[config.mk]
export PLATFORM = sky130hd
export DESIGN_NAME = bpl_link
export DESIGN_NICKNAME = d
export VERILOG_FILES = /design/src/bpl_pkg.sv /design/src/bpl_rx.sv /design/src/bpl_tx.sv /design/src/bpl_link.sv
export VERILOG_INCLUDE_DIRS = /design/src
export SDC_FILE = /design/constraint.sdc
export NUM_CORES = 2
export LEC_CHECK = 0
export ABC_AREA = 1
export BUFFER_PORTS_ARGS = -buffer_cell sky130_fd_sc_hd__buf_2
export CAP_MARGIN = 20
export CORE_MARGIN = 4
export CORE_UTILIZATION = 50
export CTS_CLUSTER_DIAMETER = 200
export DETAILED_ROUTE_END_ITERATION = 7
export PLACE_DENSITY = 0.74
export SLEW_MARGIN = 10
export SYNTH_ARGS = -nofsm -noshare
export SYNTH_HDL_FRONTEND = slang
export SYNTH_HIERARCHICAL = 1
export SYNTH_SLANG_ARGS = --single-unit
[constraint.sdc]
create_clock -name clk_i -period 50.1 [get_ports clk_i]
set_input_delay 15.03 -clock clk_i [delete_from_list [all_inputs] [get_ports clk_i]]
set_output_delay 15.03 -clock clk_i [all_outputs]
set_load 0.02 [all_outputs]
[src/bpl_params.svh]
// Functional notes
// - Every power-up starts in application output mode, never programming mode.
// - Host modulates telegrams onto the output pin; device decodes them there.
// - Device replies by modulating its own output on the same pin, half-duplex.
// - A zero bit keeps the line level constant for the whole bit.
// - A one bit adds a level change at half the bit time.
// - The line toggles at every bit boundary; receivers recover timing from it.
// - Replies carry memory contents, error codes and angle values back to the host.
// - In programming mode host write telegrams change register settings until the latch is set.
// - Each write and store returns an acknowledge or an error code for the host to check.
// - Device reports the latch state when read; host confirms the lock.
// - Memory reads are still served after the latch is set.
`ifndef BPL_PARAMS_SVH
`define BPL_PARAMS_SVH

`define BPL_CLK_NS      100
`define BPL_BIT_MIN_NS  10000
`define BPL_BIT_MAX_NS  1100000
`define BPL_SYNC_NS     2000000
`define BPL_BIT_MIN_CYC ((`BPL_BIT_MIN_NS + `BPL_CLK_NS - 1) / `BPL_CLK_NS)
`define BPL_BIT_MAX_CYC (`BPL_BIT_MAX_NS / `BPL_CLK_NS)
`define BPL_SYNC_CYC    ((`BPL_SYNC_NS + `BPL_CLK_NS - 1) / `BPL_CLK_NS)

`define BPL_FRAME_LEN   28
`define BPL_CMD_MSB     27
`define BPL_CMD_W       4
`define BPL_ADDR_MSB    23
`define BPL_ADDR_W      8
`define BPL_DATA_MSB    15
`define BPL_DATA_W      16
`define BPL_LEN_SHORT   6'h04
`define BPL_LEN_ADDR    6'h0C
`define BPL_LEN_FULL    6'h1C

`define BPL_ACK         16'h00A5
`define BPL_ERR_FRAME   16'h00E1
`define BPL_ERR_LEN     16'h00E2
`define BPL_ERR_CMD     16'h00E3
`define BPL_ERR_ADDR    16'h00E4
`define BPL_ERR_LOCKED  16'h00E5

`endif

[src/bpl_pkg.sv]
package bpl_pkg;

  typedef enum logic [1:0] {
    BPL_MD_APP    = 2'h0,
    BPL_MD_LISTEN = 2'h1,
    BPL_MD_TURN   = 2'h3,
    BPL_MD_REPLY  = 2'h2
  } bpl_mode_t;

  typedef enum logic [3:0] {
    BPL_CMD_READ   = 4'h1,
    BPL_CMD_WRITE  = 4'h2,
    BPL_CMD_STORE  = 4'h3,
    BPL_CMD_LOCK   = 4'h4,
    BPL_CMD_STATUS = 4'h5,
    BPL_CMD_ANGLE  = 4'h6
  } bpl_cmd_t;

endpackage

[src/bpl_rx.sv]
`timescale 1ns/1ps
`include "bpl_params.svh"

module bpl_rx #(
  parameter int CNT_W       = 16,
  parameter int BIT_MIN_CYC = `BPL_BIT_MIN_CYC,
  parameter int BIT_MAX_CYC = `BPL_BIT_MAX_CYC
) (
  input  wire logic             clk_i,
  input  wire logic             rst_i,
  input  wire logic             en_i,
  input  wire logic             line_i,
  output logic                  bit_o,
  output logic                  bit_vld_o,
  output logic                  end_o,
  output logic                  err_o,
  output logic [CNT_W-1:0]      per_o
);

  logic             prev_reg;
  logic             act_reg;
  logic             cal_reg;
  logic             mid_reg;
  logic [CNT_W-1:0] cnt_reg;
  logic             edge_s;
  logic             is_mid;
  logic             tmo;

  assign edge_s = line_i ^ prev_reg;
  // Edges well before the period end are mid-bit edges
  assign is_mid = cnt_reg < (per_o - (per_o >> 2));
  assign tmo = act_reg && (cal_reg ? (cnt_reg > CNT_W'(BIT_MAX_CYC))
                                   : ({1'b0, cnt_reg} >= {per_o, 1'b0}));

  always_ff @(posedge clk_i or posedge rst_i) begin
    if (rst_i) begin
      prev_reg <= 1'b1;
    end else begin
      prev_reg <= line_i;
    end
  end

  always_ff @(posedge clk_i or posedge rst_i) begin
    if (rst_i) begin
      act_reg   <= 1'b0;
      cal_reg   <= 1'b0;
      mid_reg   <= 1'b0;
      cnt_reg   <= '0;
      per_o     <= '0;
      err_o     <= 1'b0;
      bit_o     <= 1'b0;
      bit_vld_o <= 1'b0;
      end_o     <= 1'b0;
    end else begin
      bit_vld_o <= 1'b0;
      end_o     <= 1'b0;
      if (!en_i) begin
        act_reg <= 1'b0;
      end else if (!act_reg) begin
        if (edge_s) begin
          act_reg <= 1'b1;
          cal_reg <= 1'b1;
          mid_reg <= 1'b0;
          cnt_reg <= '0;
          err_o   <= 1'b0;
        end
      end else if (tmo) begin
        act_reg <= 1'b0;
        end_o   <= 1'b1;
      end else if (edge_s) begin
        if (cal_reg) begin
          // Leading zero bit measures the host bit time
          per_o   <= cnt_reg + 1'b1;
          cal_reg <= 1'b0;
          cnt_reg <= '0;
          err_o   <= (cnt_reg + 1'b1 < CNT_W'(BIT_MIN_CYC)) ||
                     (cnt_reg + 1'b1 > CNT_W'(BIT_MAX_CYC));
        end else if (is_mid) begin
          mid_reg <= 1'b1;
          err_o   <= err_o | mid_reg;
          cnt_reg <= cnt_reg + 1'b1;
        end else begin
          bit_o     <= mid_reg;
          bit_vld_o <= 1'b1;
          mid_reg   <= 1'b0;
          cnt_reg   <= '0;
        end
      end else if (cnt_reg != '1) begin
        cnt_reg <= cnt_reg + 1'b1;
      end
    end
  end
endmodule

[src/bpl_tx.sv]
`timescale 1ns/1ps
`include "bpl_params.svh"

module bpl_tx #(
  parameter int CNT_W = 16
) (
  input  wire logic               clk_i,
  input  wire logic               rst_i,
  input  wire logic               start_i,
  input  wire logic [15:0]        data_i,
  input  wire logic [CNT_W-1:0]   per_i,
  output logic                    level_o,
  output logic                    busy_o,
  output logic                    done_o
);

  logic [16:0]      sh_reg;
  logic [4:0]       idx_reg;
  logic [CNT_W-1:0] cnt_reg;
  logic             last_s;
  logic             half_s;

  assign last_s = cnt_reg == per_i - 1'b1;
  assign half_s = cnt_reg == (per_i >> 1) - 1'b1;

  always_ff @(posedge clk_i or posedge rst_i) begin
    if (rst_i) begin
      sh_reg  <= '0;
      idx_reg <= '0;
      cnt_reg <= '0;
      level_o <= 1'b1;
      busy_o  <= 1'b0;
      done_o  <= 1'b0;
    end else begin
      done_o <= 1'b0;
      if (!busy_o) begin
        level_o <= 1'b1;
        if (start_i) begin
          // Leading zero bit lets the host measure our bit time
          busy_o  <= 1'b1;
          level_o <= 1'b0;
          sh_reg  <= {1'b0, data_i};
          idx_reg <= 5'h10;
          cnt_reg <= '0;
        end
      end else if (last_s) begin
        cnt_reg <= '0;
        level_o <= ~level_o;
        sh_reg  <= {sh_reg[15:0], 1'b0};
        if (idx_reg == 5'h00) begin
          busy_o <= 1'b0;
          done_o <= 1'b1;
        end else begin
          idx_reg <= idx_reg - 1'b1;
        end
      end else begin
        cnt_reg <= cnt_reg + 1'b1;
        if (sh_reg[16] && half_s) begin
          level_o <= ~level_o;
        end
      end
    end
  end
endmodule

[src/bpl_link.sv]
`timescale 1ns/1ps
`include "bpl_params.svh"

module bpl_link #(
  parameter int CNT_W       = 16,
  parameter int BIT_MAX_CYC = `BPL_BIT_MAX_CYC,
  parameter int SYNC_CYC    = `BPL_SYNC_CYC,
  parameter int MEM_DEPTH   = 32
) (
  input  wire logic                 clk_i,
  input  wire logic                 rst_i,
  input  wire logic                 line_i,
  input  wire logic                 app_level_i,
  input  wire logic [15:0]          angle_i,
  input  wire logic [7:0]           cfg_addr_i,
  output logic                      line_o,
  output logic                      line_oe_o,
  output logic                      prog_mode_o,
  output logic                      lock_o,
  output logic [15:0]               cfg_data_o
);

  localparam int IDX_W = $clog2(MEM_DEPTH);

  if (SYNC_CYC < 2 || SYNC_CYC >= (1 << CNT_W)) begin : g_chk_sync
    $error("SYNC_CYC does not fit the counter");
  end
  if (BIT_MAX_CYC < `BPL_BIT_MIN_CYC || 2 * BIT_MAX_CYC >= (1 << CNT_W))
  begin : g_chk_bit
    $error("BIT_MAX_CYC does not fit the counter");
  end
  if (MEM_DEPTH < 2 || MEM_DEPTH > 256 || (1 << IDX_W) != MEM_DEPTH)
  begin : g_chk_mem
    $error("MEM_DEPTH must be a power of two up to 256");
  end

  function automatic logic addr_ok(input logic [7:0] a);
    addr_ok = 9'(a) < 9'(MEM_DEPTH);
  endfunction

  logic                  s1_reg;
  logic                  s2_reg;
  bpl_pkg::bpl_mode_t    mode_reg;
  logic [CNT_W-1:0]      low_cnt_reg;
  logic [CNT_W-1:0]      turn_cnt_reg;
  logic [5:0]            bitcnt_reg;
  logic [27:0]           frame_reg;
  logic [15:0]           reply_reg;
  logic                  lock_reg;
  logic                  sync_seen_reg;
  logic [15:0]           mem [MEM_DEPTH];
  logic [15:0]           nv  [MEM_DEPTH];

  logic                  rx_bit;
  logic                  rx_vld;
  logic                  rx_end;
  logic                  rx_err;
  logic [CNT_W-1:0]      rx_per;
  logic                  tx_level;
  logic                  tx_busy;
  logic                  tx_done;
  logic                  tx_start;

  logic                  sync_hit;
  logic                  exec;
  bpl_pkg::bpl_cmd_t     cmd_s;
  logic [7:0]            addr_s;
  logic [15:0]           data_s;
  logic [IDX_W-1:0]      idx_s;
  logic [5:0]            need_s;
  logic [15:0]           reply_next;
  logic                  wr_en;
  logic                  st_en;
  logic                  lk_en;

  // Pin synchroniser
  always_ff @(posedge clk_i or posedge rst_i) begin
    if (rst_i) begin
      s1_reg <= 1'b1;
      s2_reg <= 1'b1;
    end else begin
      s1_reg <= line_i;
      s2_reg <= s1_reg;
    end
  end

  // Long low pulse on the pin switches to listening
  always_ff @(posedge clk_i or posedge rst_i) begin
    if (rst_i) begin
      low_cnt_reg <= '0;
    end else if (mode_reg != bpl_pkg::BPL_MD_APP || s2_reg) begin
      low_cnt_reg <= '0;
    end else if (!sync_hit) begin
      low_cnt_reg <= low_cnt_reg + 1'b1;
    end
  end

  assign sync_hit = mode_reg == bpl_pkg::BPL_MD_APP && !s2_reg &&
                    low_cnt_reg == CNT_W'(SYNC_CYC - 1);

  assign exec     = mode_reg == bpl_pkg::BPL_MD_LISTEN && rx_end &&
                    bitcnt_reg != 6'h00;
  assign tx_start = mode_reg == bpl_pkg::BPL_MD_TURN &&
                    turn_cnt_reg == '0;

  bpl_rx #(
    .CNT_W       (CNT_W),
    .BIT_MIN_CYC (`BPL_BIT_MIN_CYC),
    .BIT_MAX_CYC (BIT_MAX_CYC)
  ) u_rx (
    .clk_i     (clk_i),
    .rst_i     (rst_i),
    .en_i      (mode_reg == bpl_pkg::BPL_MD_LISTEN),
    .line_i    (s2_reg),
    .bit_o     (rx_bit),
    .bit_vld_o (rx_vld),
    .end_o     (rx_end),
    .err_o     (rx_err),
    .per_o     (rx_per)
  );

  bpl_tx #(
    .CNT_W (CNT_W)
  ) u_tx (
    .clk_i   (clk_i),
    .rst_i   (rst_i),
    .start_i (tx_start),
    .data_i  (reply_reg),
    .per_i   (rx_per),
    .level_o (tx_level),
    .busy_o  (tx_busy),
    .done_o  (tx_done)
  );

  // Mode sequencing
  always_ff @(posedge clk_i or posedge rst_i) begin
    if (rst_i) begin
      mode_reg <= bpl_pkg::BPL_MD_APP;
    end else begin
      case (mode_reg)
        bpl_pkg::BPL_MD_APP: begin
          if (sync_hit) begin
            mode_reg <= bpl_pkg::BPL_MD_LISTEN;
          end
        end
        bpl_pkg::BPL_MD_LISTEN: begin
          if (exec) begin
            mode_reg <= bpl_pkg::BPL_MD_TURN;
          end
        end
        bpl_pkg::BPL_MD_TURN: begin
          if (tx_start) begin
            mode_reg <= bpl_pkg::BPL_MD_REPLY;
          end
        end
        default: begin
          if (tx_done) begin
            mode_reg <= bpl_pkg::BPL_MD_LISTEN;
          end
        end
      endcase
    end
  end

  // One host bit time of turnaround before replying
  always_ff @(posedge clk_i or posedge rst_i) begin
    if (rst_i) begin
      turn_cnt_reg <= '0;
    end else if (exec) begin
      turn_cnt_reg <= rx_per;
    end else if (turn_cnt_reg != '0) begin
      turn_cnt_reg <= turn_cnt_reg - 1'b1;
    end
  end

  // Telegram bit collection, first bit at the top
  always_ff @(posedge clk_i or posedge rst_i) begin
    if (rst_i) begin
      bitcnt_reg <= '0;
      frame_reg  <= '0;
    end else if (mode_reg != bpl_pkg::BPL_MD_LISTEN || rx_end) begin
      bitcnt_reg <= '0;
      frame_reg  <= '0;
    end else if (rx_vld && bitcnt_reg != 6'h3F) begin
      bitcnt_reg <= bitcnt_reg + 1'b1;
      if (bitcnt_reg < `BPL_LEN_FULL) begin
        frame_reg[5'(6'(`BPL_FRAME_LEN - 1) - bitcnt_reg)] <= rx_bit;
      end
    end
  end

  // Command decode
  always_comb begin
    cmd_s  = bpl_pkg::bpl_cmd_t'(frame_reg[`BPL_CMD_MSB -: `BPL_CMD_W]);
    addr_s = frame_reg[`BPL_ADDR_MSB -: `BPL_ADDR_W];
    data_s = frame_reg[`BPL_DATA_MSB -: `BPL_DATA_W];
    idx_s  = addr_s[IDX_W-1:0];
    need_s = `BPL_LEN_SHORT;
    reply_next = `BPL_ACK;
    wr_en  = 1'b0;
    st_en  = 1'b0;
    lk_en  = 1'b0;
    case (cmd_s)
      bpl_pkg::BPL_CMD_READ: begin
        need_s = `BPL_LEN_ADDR;
        reply_next = addr_ok(addr_s) ? mem[idx_s] : `BPL_ERR_ADDR;
      end
      bpl_pkg::BPL_CMD_WRITE: begin
        need_s = `BPL_LEN_FULL;
        if (!addr_ok(addr_s)) begin
          reply_next = `BPL_ERR_ADDR;
        end else if (lock_reg) begin
          reply_next = `BPL_ERR_LOCKED;
        end else begin
          wr_en = 1'b1;
        end
      end
      bpl_pkg::BPL_CMD_STORE: begin
        need_s = `BPL_LEN_ADDR;
        if (!addr_ok(addr_s)) begin
          reply_next = `BPL_ERR_ADDR;
        end else if (lock_reg) begin
          reply_next = `BPL_ERR_LOCKED;
        end else begin
          st_en = 1'b1;
        end
      end
      bpl_pkg::BPL_CMD_LOCK: begin
        lk_en = 1'b1;
      end
      bpl_pkg::BPL_CMD_STATUS: begin
        reply_next = {15'h0000, lock_reg};
      end
      bpl_pkg::BPL_CMD_ANGLE: begin
        reply_next = angle_i;
      end
      default: begin
        reply_next = `BPL_ERR_CMD;
      end
    endcase
    if (rx_err) begin
      reply_next = `BPL_ERR_FRAME;
    end else if (bitcnt_reg < need_s) begin
      reply_next = `BPL_ERR_LEN;
    end
    if (rx_err || bitcnt_reg < need_s) begin
      wr_en = 1'b0;
      st_en = 1'b0;
      lk_en = 1'b0;
    end
  end

  // Reply word: read data, status, angle, acknowledge or error code
  always_ff @(posedge clk_i or posedge rst_i) begin
    if (rst_i) begin
      reply_reg <= '0;
    end else if (exec) begin
      reply_reg <= reply_next;
    end
  end

  // Write-protect latch, cleared only by power-up
  always_ff @(posedge clk_i or posedge rst_i) begin
    if (rst_i) begin
      lock_reg <= 1'b0;
    end else if (exec && lk_en) begin
      lock_reg <= 1'b1;
    end
  end

  // Working registers and stored image
  always_ff @(posedge clk_i or posedge rst_i) begin
    if (rst_i) begin
      for (int i = 0; i < MEM_DEPTH; i++) begin
        mem[i] <= '0;
        nv[i]  <= '0;
      end
    end else if (exec) begin
      if (wr_en) begin
        mem[idx_s] <= data_s;
      end
      if (st_en) begin
        nv[idx_s] <= mem[idx_s];
      end
    end
  end

  always_ff @(posedge clk_i or posedge rst_i) begin
    if (rst_i) begin
      cfg_data_o <= '0;
    end else begin
      cfg_data_o <= addr_ok(cfg_addr_i) ? nv[cfg_addr_i[IDX_W-1:0]] : '0;
    end
  end

  // Pin drive: application output, released, or reply
  always_ff @(posedge clk_i or posedge rst_i) begin
    if (rst_i) begin
      line_o      <= 1'b1;
      line_oe_o   <= 1'b1;
      prog_mode_o <= 1'b0;
    end else begin
      line_o      <= (mode_reg == bpl_pkg::BPL_MD_REPLY) ? tx_level
                                                         : app_level_i;
      line_oe_o   <= mode_reg == bpl_pkg::BPL_MD_APP ||
                     (mode_reg == bpl_pkg::BPL_MD_REPLY &&
                      (tx_busy || tx_done));
      prog_mode_o <= mode_reg != bpl_pkg::BPL_MD_APP;
    end
  end

  assign lock_o = lock_reg;

  always_ff @(posedge clk_i or posedge rst_i) begin
    if (rst_i) begin
      sync_seen_reg <= 1'b0;
    end else if (sync_hit) begin
      sync_seen_reg <= 1'b1;
    end
  end
endmodule

# == Word level (Yosys, flattened, before mapping) ==
# Index checks and enable logic that the tools add are counted.
# classes
n_eq_ne,25
bitwise_logic,8
mux,100
magnitude_cmp,14
n_addsub,10
reduce_logical,46
# ops
cell,n
$bwmux 512,2
$mux 16,23
$bmux 16 s5,2
$mux 28,3
$demux 16 s5,1
$pmux 16 s5,1
$mux 17,3
$mux 1,49
$add 16x1->16 const B,3
$eq 16x16->1,2
$gt 16x14->1 const B,2
$sub 16x1->16 const B,2
$bwmux 28,1
$mux 5,4
$ge 16x17->1,1
$eq 16x15->1 const B,1
$logic_not 16->1,1
$lt 16x16->1,1
$lt 16x7->1 const B,1
$lt 8x6->1 const B,2
$ne 16x16->1 const B,1
$reduce_and 4->1,4
$reduce_bool 16->1,1
$sub 15x1->16 const B,1
42 further kinds,91
# totals
reg_bits,1211
output_inout_bits,20

# == Depth between registers and ports, before layout ==
# depth
ltp_word,9
ltp_mapped,22
ltp_nobuf,22

# == Cells and area by module ==
# The synthesis kept the hierarchy.
# modules_own_cells
module,area_per_inst_um2,n_inst,cells_per_inst
bpl_link,52044.9,1,6548
bpl_rx,3975.1,1,586
bpl_tx,3291.9,1,451

# == Least setup slack after synthesis ==
# OpenSTA, ideal clock, no wires.
# synth_path
kind,input-to-reg
startpoint,input port cfg_addr_i[0]
endpoint,register cfg_data_o[5]
cell_stages,10
arrival_time_ps,16461
required_time_ps,50023
setup_slack_ps,33562
path_buffers,5
cell_sequence,clkbuf_1 inv_1 buf_2 buf_2 buf_2 clkbuf_1 o21ai_0 a31oi_1 o21ai_0 a21oi_1
# synth_via
elab_chain_len,5
elab_cells_between_ends,6
classes_between,order compare (1); mux (4); bitwise (1)
# synth_lines
item,line,rtl
"start, declared",bpl_link.sv:15,"input wire logic [7:0] cfg_addr_i,"
$not 5->6 (not written as such),bpl_link.sv:292,cfg_data_o <= addr_ok(cfg_addr_i) ? nv[cfg_addr_i[IDX_W-1:0]] : '0;
$bmux 16 s5,bpl_link.sv:292,
$mux 16 (not written as such) (2 in series),bpl_link.sv:292,
$mux 16 (*),bpl_link.sv:292,
"end signal, assigned",bpl_link.sv:292,
"end, declared",bpl_link.sv:20,output logic [15:0] cfg_data_o
# Mark *: on every way between the ends. The rest lies on a longest branch, timed or not. The select of a mux whose other input is x is not followed.
# A chain may end at the register's enable or synchronous reset.

==> run metrics <==
clk root buf=clkbuf_16; worst reg2reg startpoint=frame_reg[16]$_DFFE_PP0P_; Starting Density=50.3%; H-tree Lvls=4; Syn Nets=7,675; hold path cells=0; ys async rst share=100%; routed wire length=approximately 180 mm; GRT Util Overall=28.2%; ant diodes=0; post-synthesis sequential area ratio=between 50% and 60%; DPL Wire Length=106 mm; Vias per Instance=approximately 5.8; FP Rows=126; drt first-iter violations=5,963; Syn Inst Count=7,585; # setup viols final=0; warnings from Yosys=6; mux share of post-synthesis cell area=0.289%; floorplan core area=roughly 0.12 mm2; drt pass-1 iters=8; Post-Synth Adder-Cell Area=between 1 and 1.5%; Fmax=0.0565 GHz; Chip Width=about 350 um; crit path capture type=async pin; Max-slew headroom=20.7%; FF-to-FF End=reply_reg[8]$_DFFE_PP0P_; first-pass GRT wire length=280 mm; drt wl/cell=19.7 um; via count=52.1k; cell area after synthesis=0.0593 mm2; Post-synth top flop=dfrtp_1; WS Path Type=primary input to async pin; FF/Latch Area=0.0303 mm2; compound-cell area share of the yosys netlist=12.9%; Synth cell types=59; Clock Sinks=around 1.2k; PortBufs=47; Total Power=2.03 mW; Max Cap Violations=0; HP Start=s1_reg$_DFF_PP1_; nets@finish=7,471; Filler cells=approximately 11k; vias in the first global route=49.7k; CTS tree=built; area grow syn2layout=9.34%; Clock Skew=32.9 ps; initial antenna violation count=1; Skew-Pair Late Insertion Delay=760 ps; layout cell share with drive strength beyond 1=6.93%; Post-CTS Setup Inserts=0; setup TNS=0 ps; number of remaining DRC errors=0; outcome=finished, final reports clean; unrepaired setup endpoints after global routing=no; largest net degree at the start of global routing=approximately 220; Post-synth EDFFs=0; Simple-Gate Fraction of Synth Area=27.2%; final slew viol count=0; Worst Hold Slack=between 300 and 400 ps; synth top area cells=dfrtp_1 51%, nand2_1 20%, o21ai_0 8.0%; Critical Path AT=18,430 ps; count leader, synth=nand2_1; largest family of logic cells by synthesized area=simple AND/OR/NAND/NOR gates; fin crit period=17,700 ps; IO Count=48; area of the multi-input gates=0.0254 mm2; Startpoint Class=primary input; cts repair resizes=0; Hold Vio Cnt, Final=0; Yosys top cell area share=50.8%; post-route ant nets=0; total CTS buffers=132; flops & latches, synth=1,211; DIE HEIGHT=around 350 um; R2R Setup Slk=44,720 ps; sink of the worst hold path=s2_reg$_DFF_PP1_; Max VDD drop=0.0000355 V; Post-Synth XOR/XNOR Area=under 10%; Post-synth top cells=3,103 x nand2_1, 1,205 x dfrtp_1, 951 x o21ai_0, 387 x nor2_1, 347 x inv_1; syn_area_per_cell=7.82 um2; R2R depth=16; routability cong.=0.896; Clock Tree Buf Depth=3; Power per Cell Area=31.3 mW/mm2; leak pwr=31.5 nW; Hold Path Class=flop to flop; Period Utilization, post-route=35.3%; cts hold-fix bufs=0; die area=0.124 mm2; CP max FO=175; CP required=~50,000 ps; actual slew at the worst max-slew pin=1190 ps; Yosys top cell by area=dfrtp_1; Clock Pin Slew Worst Setup and Hold Paths=60 ps; grt ovf=0
[power breakdown]
| part | switching (mW) | internal (mW) |
|---|---|---|
| registers | 0.000883 | 0.979 |
| logic | 0.0481 | 0.0132 |
| clock network | 0.407 | 0.583 |
[critical path, stage by stage]
cell,delay [ps]
buf_2,140
inv_8,550
buf_12,670
buf_12,680
buf_4,850
[layout make-up]
class                   count  share of cell area (%)
clock buffers             190                    5.95
clock inverters            42                   0.806
flip-flops and latches   1211                    46.7
multi-input cells        5508                    39.2
well taps                1536                    2.96
repair buffers            159                    2.17
inverters                 369                    2.18
[placed cells by master, fill, tap and decap left out, types with 37 or more instances in the layout]
| cell | count |
|---|---|
| o21ai_1 | 100 |
| nor2_1 | 386 |
| a21oi_1 | 168 |
| nand2_1 | 3102 |
| ha_1 | 61 |
| buf_2 | 46 |
| xor2_1 | 43 |
| nand4_1 | 149 |
| nand3_1 | 162 |
| clkbuf_16 | 137 |
| nor3_4 | 37 |
| dfrtp_1 | 1205 |
| o221ai_1 | 38 |
| o21ai_0 | 951 |
| inv_1 | 343 |
| buf_4 | 87 |
| o211ai_1 | 69 |
[routing by layer]
layer	wire (um)	global-route usage (%)	vias to the layer above
li1	-	-	24100
met1	72400	38.4	24900
met2	79100	43.8	2619
met3	17900	5.90	505
met4	8310	12.8	0
met5	0	0	-
[worst max path at each step]
stage	start	to	slack [ps]	cells after the start
4_1_cts	rst_i	nv[502]$_DFFE_PP0P_	32350	5
5_1_grt	rst_i	nv[267]$_DFFE_PP0P_	31860	5
6_report	rst_i	nv[330]$_DFFE_PP0P_	32400	5
2_1_floorplan	rst_i	bitcnt_reg[0]$_DFFE_PP0N_	3250	1
3_5_place_dp	rst_i	nv[389]$_DFFE_PP0P_	31570	5
3_3_place_gp	rst_i	nv[389]$_DFFE_PP0P_	31550	5
[cell families (layout without fill, tap and decap cells)]
family | count (synthesis) | after routing
muxes | 17 | 17
AOI/OAI and AO/OA | 1418 | 1418
and+or+nand+nor | 3939 | 3939
DFF | 1211 | 1211
buffers and inverters | 866 | 760
adders and majority gates | 62 | 62
xor gates and xnor gates | 72 | 72
[through the flow]
step	utilization, %	cells	cell area [um2]	setup slack (ps)
after floorplan	-	7585	59300	3250
after global placement	50.9	8760	60000	31550
after detailed placement	51.0	8764	60100	31570
after CTS	54.7	8996	64500	32350
after global routing	55.0	9015	64900	31860
final	55.0	9015	64900	32400
(Power assumes the default switching activity.)
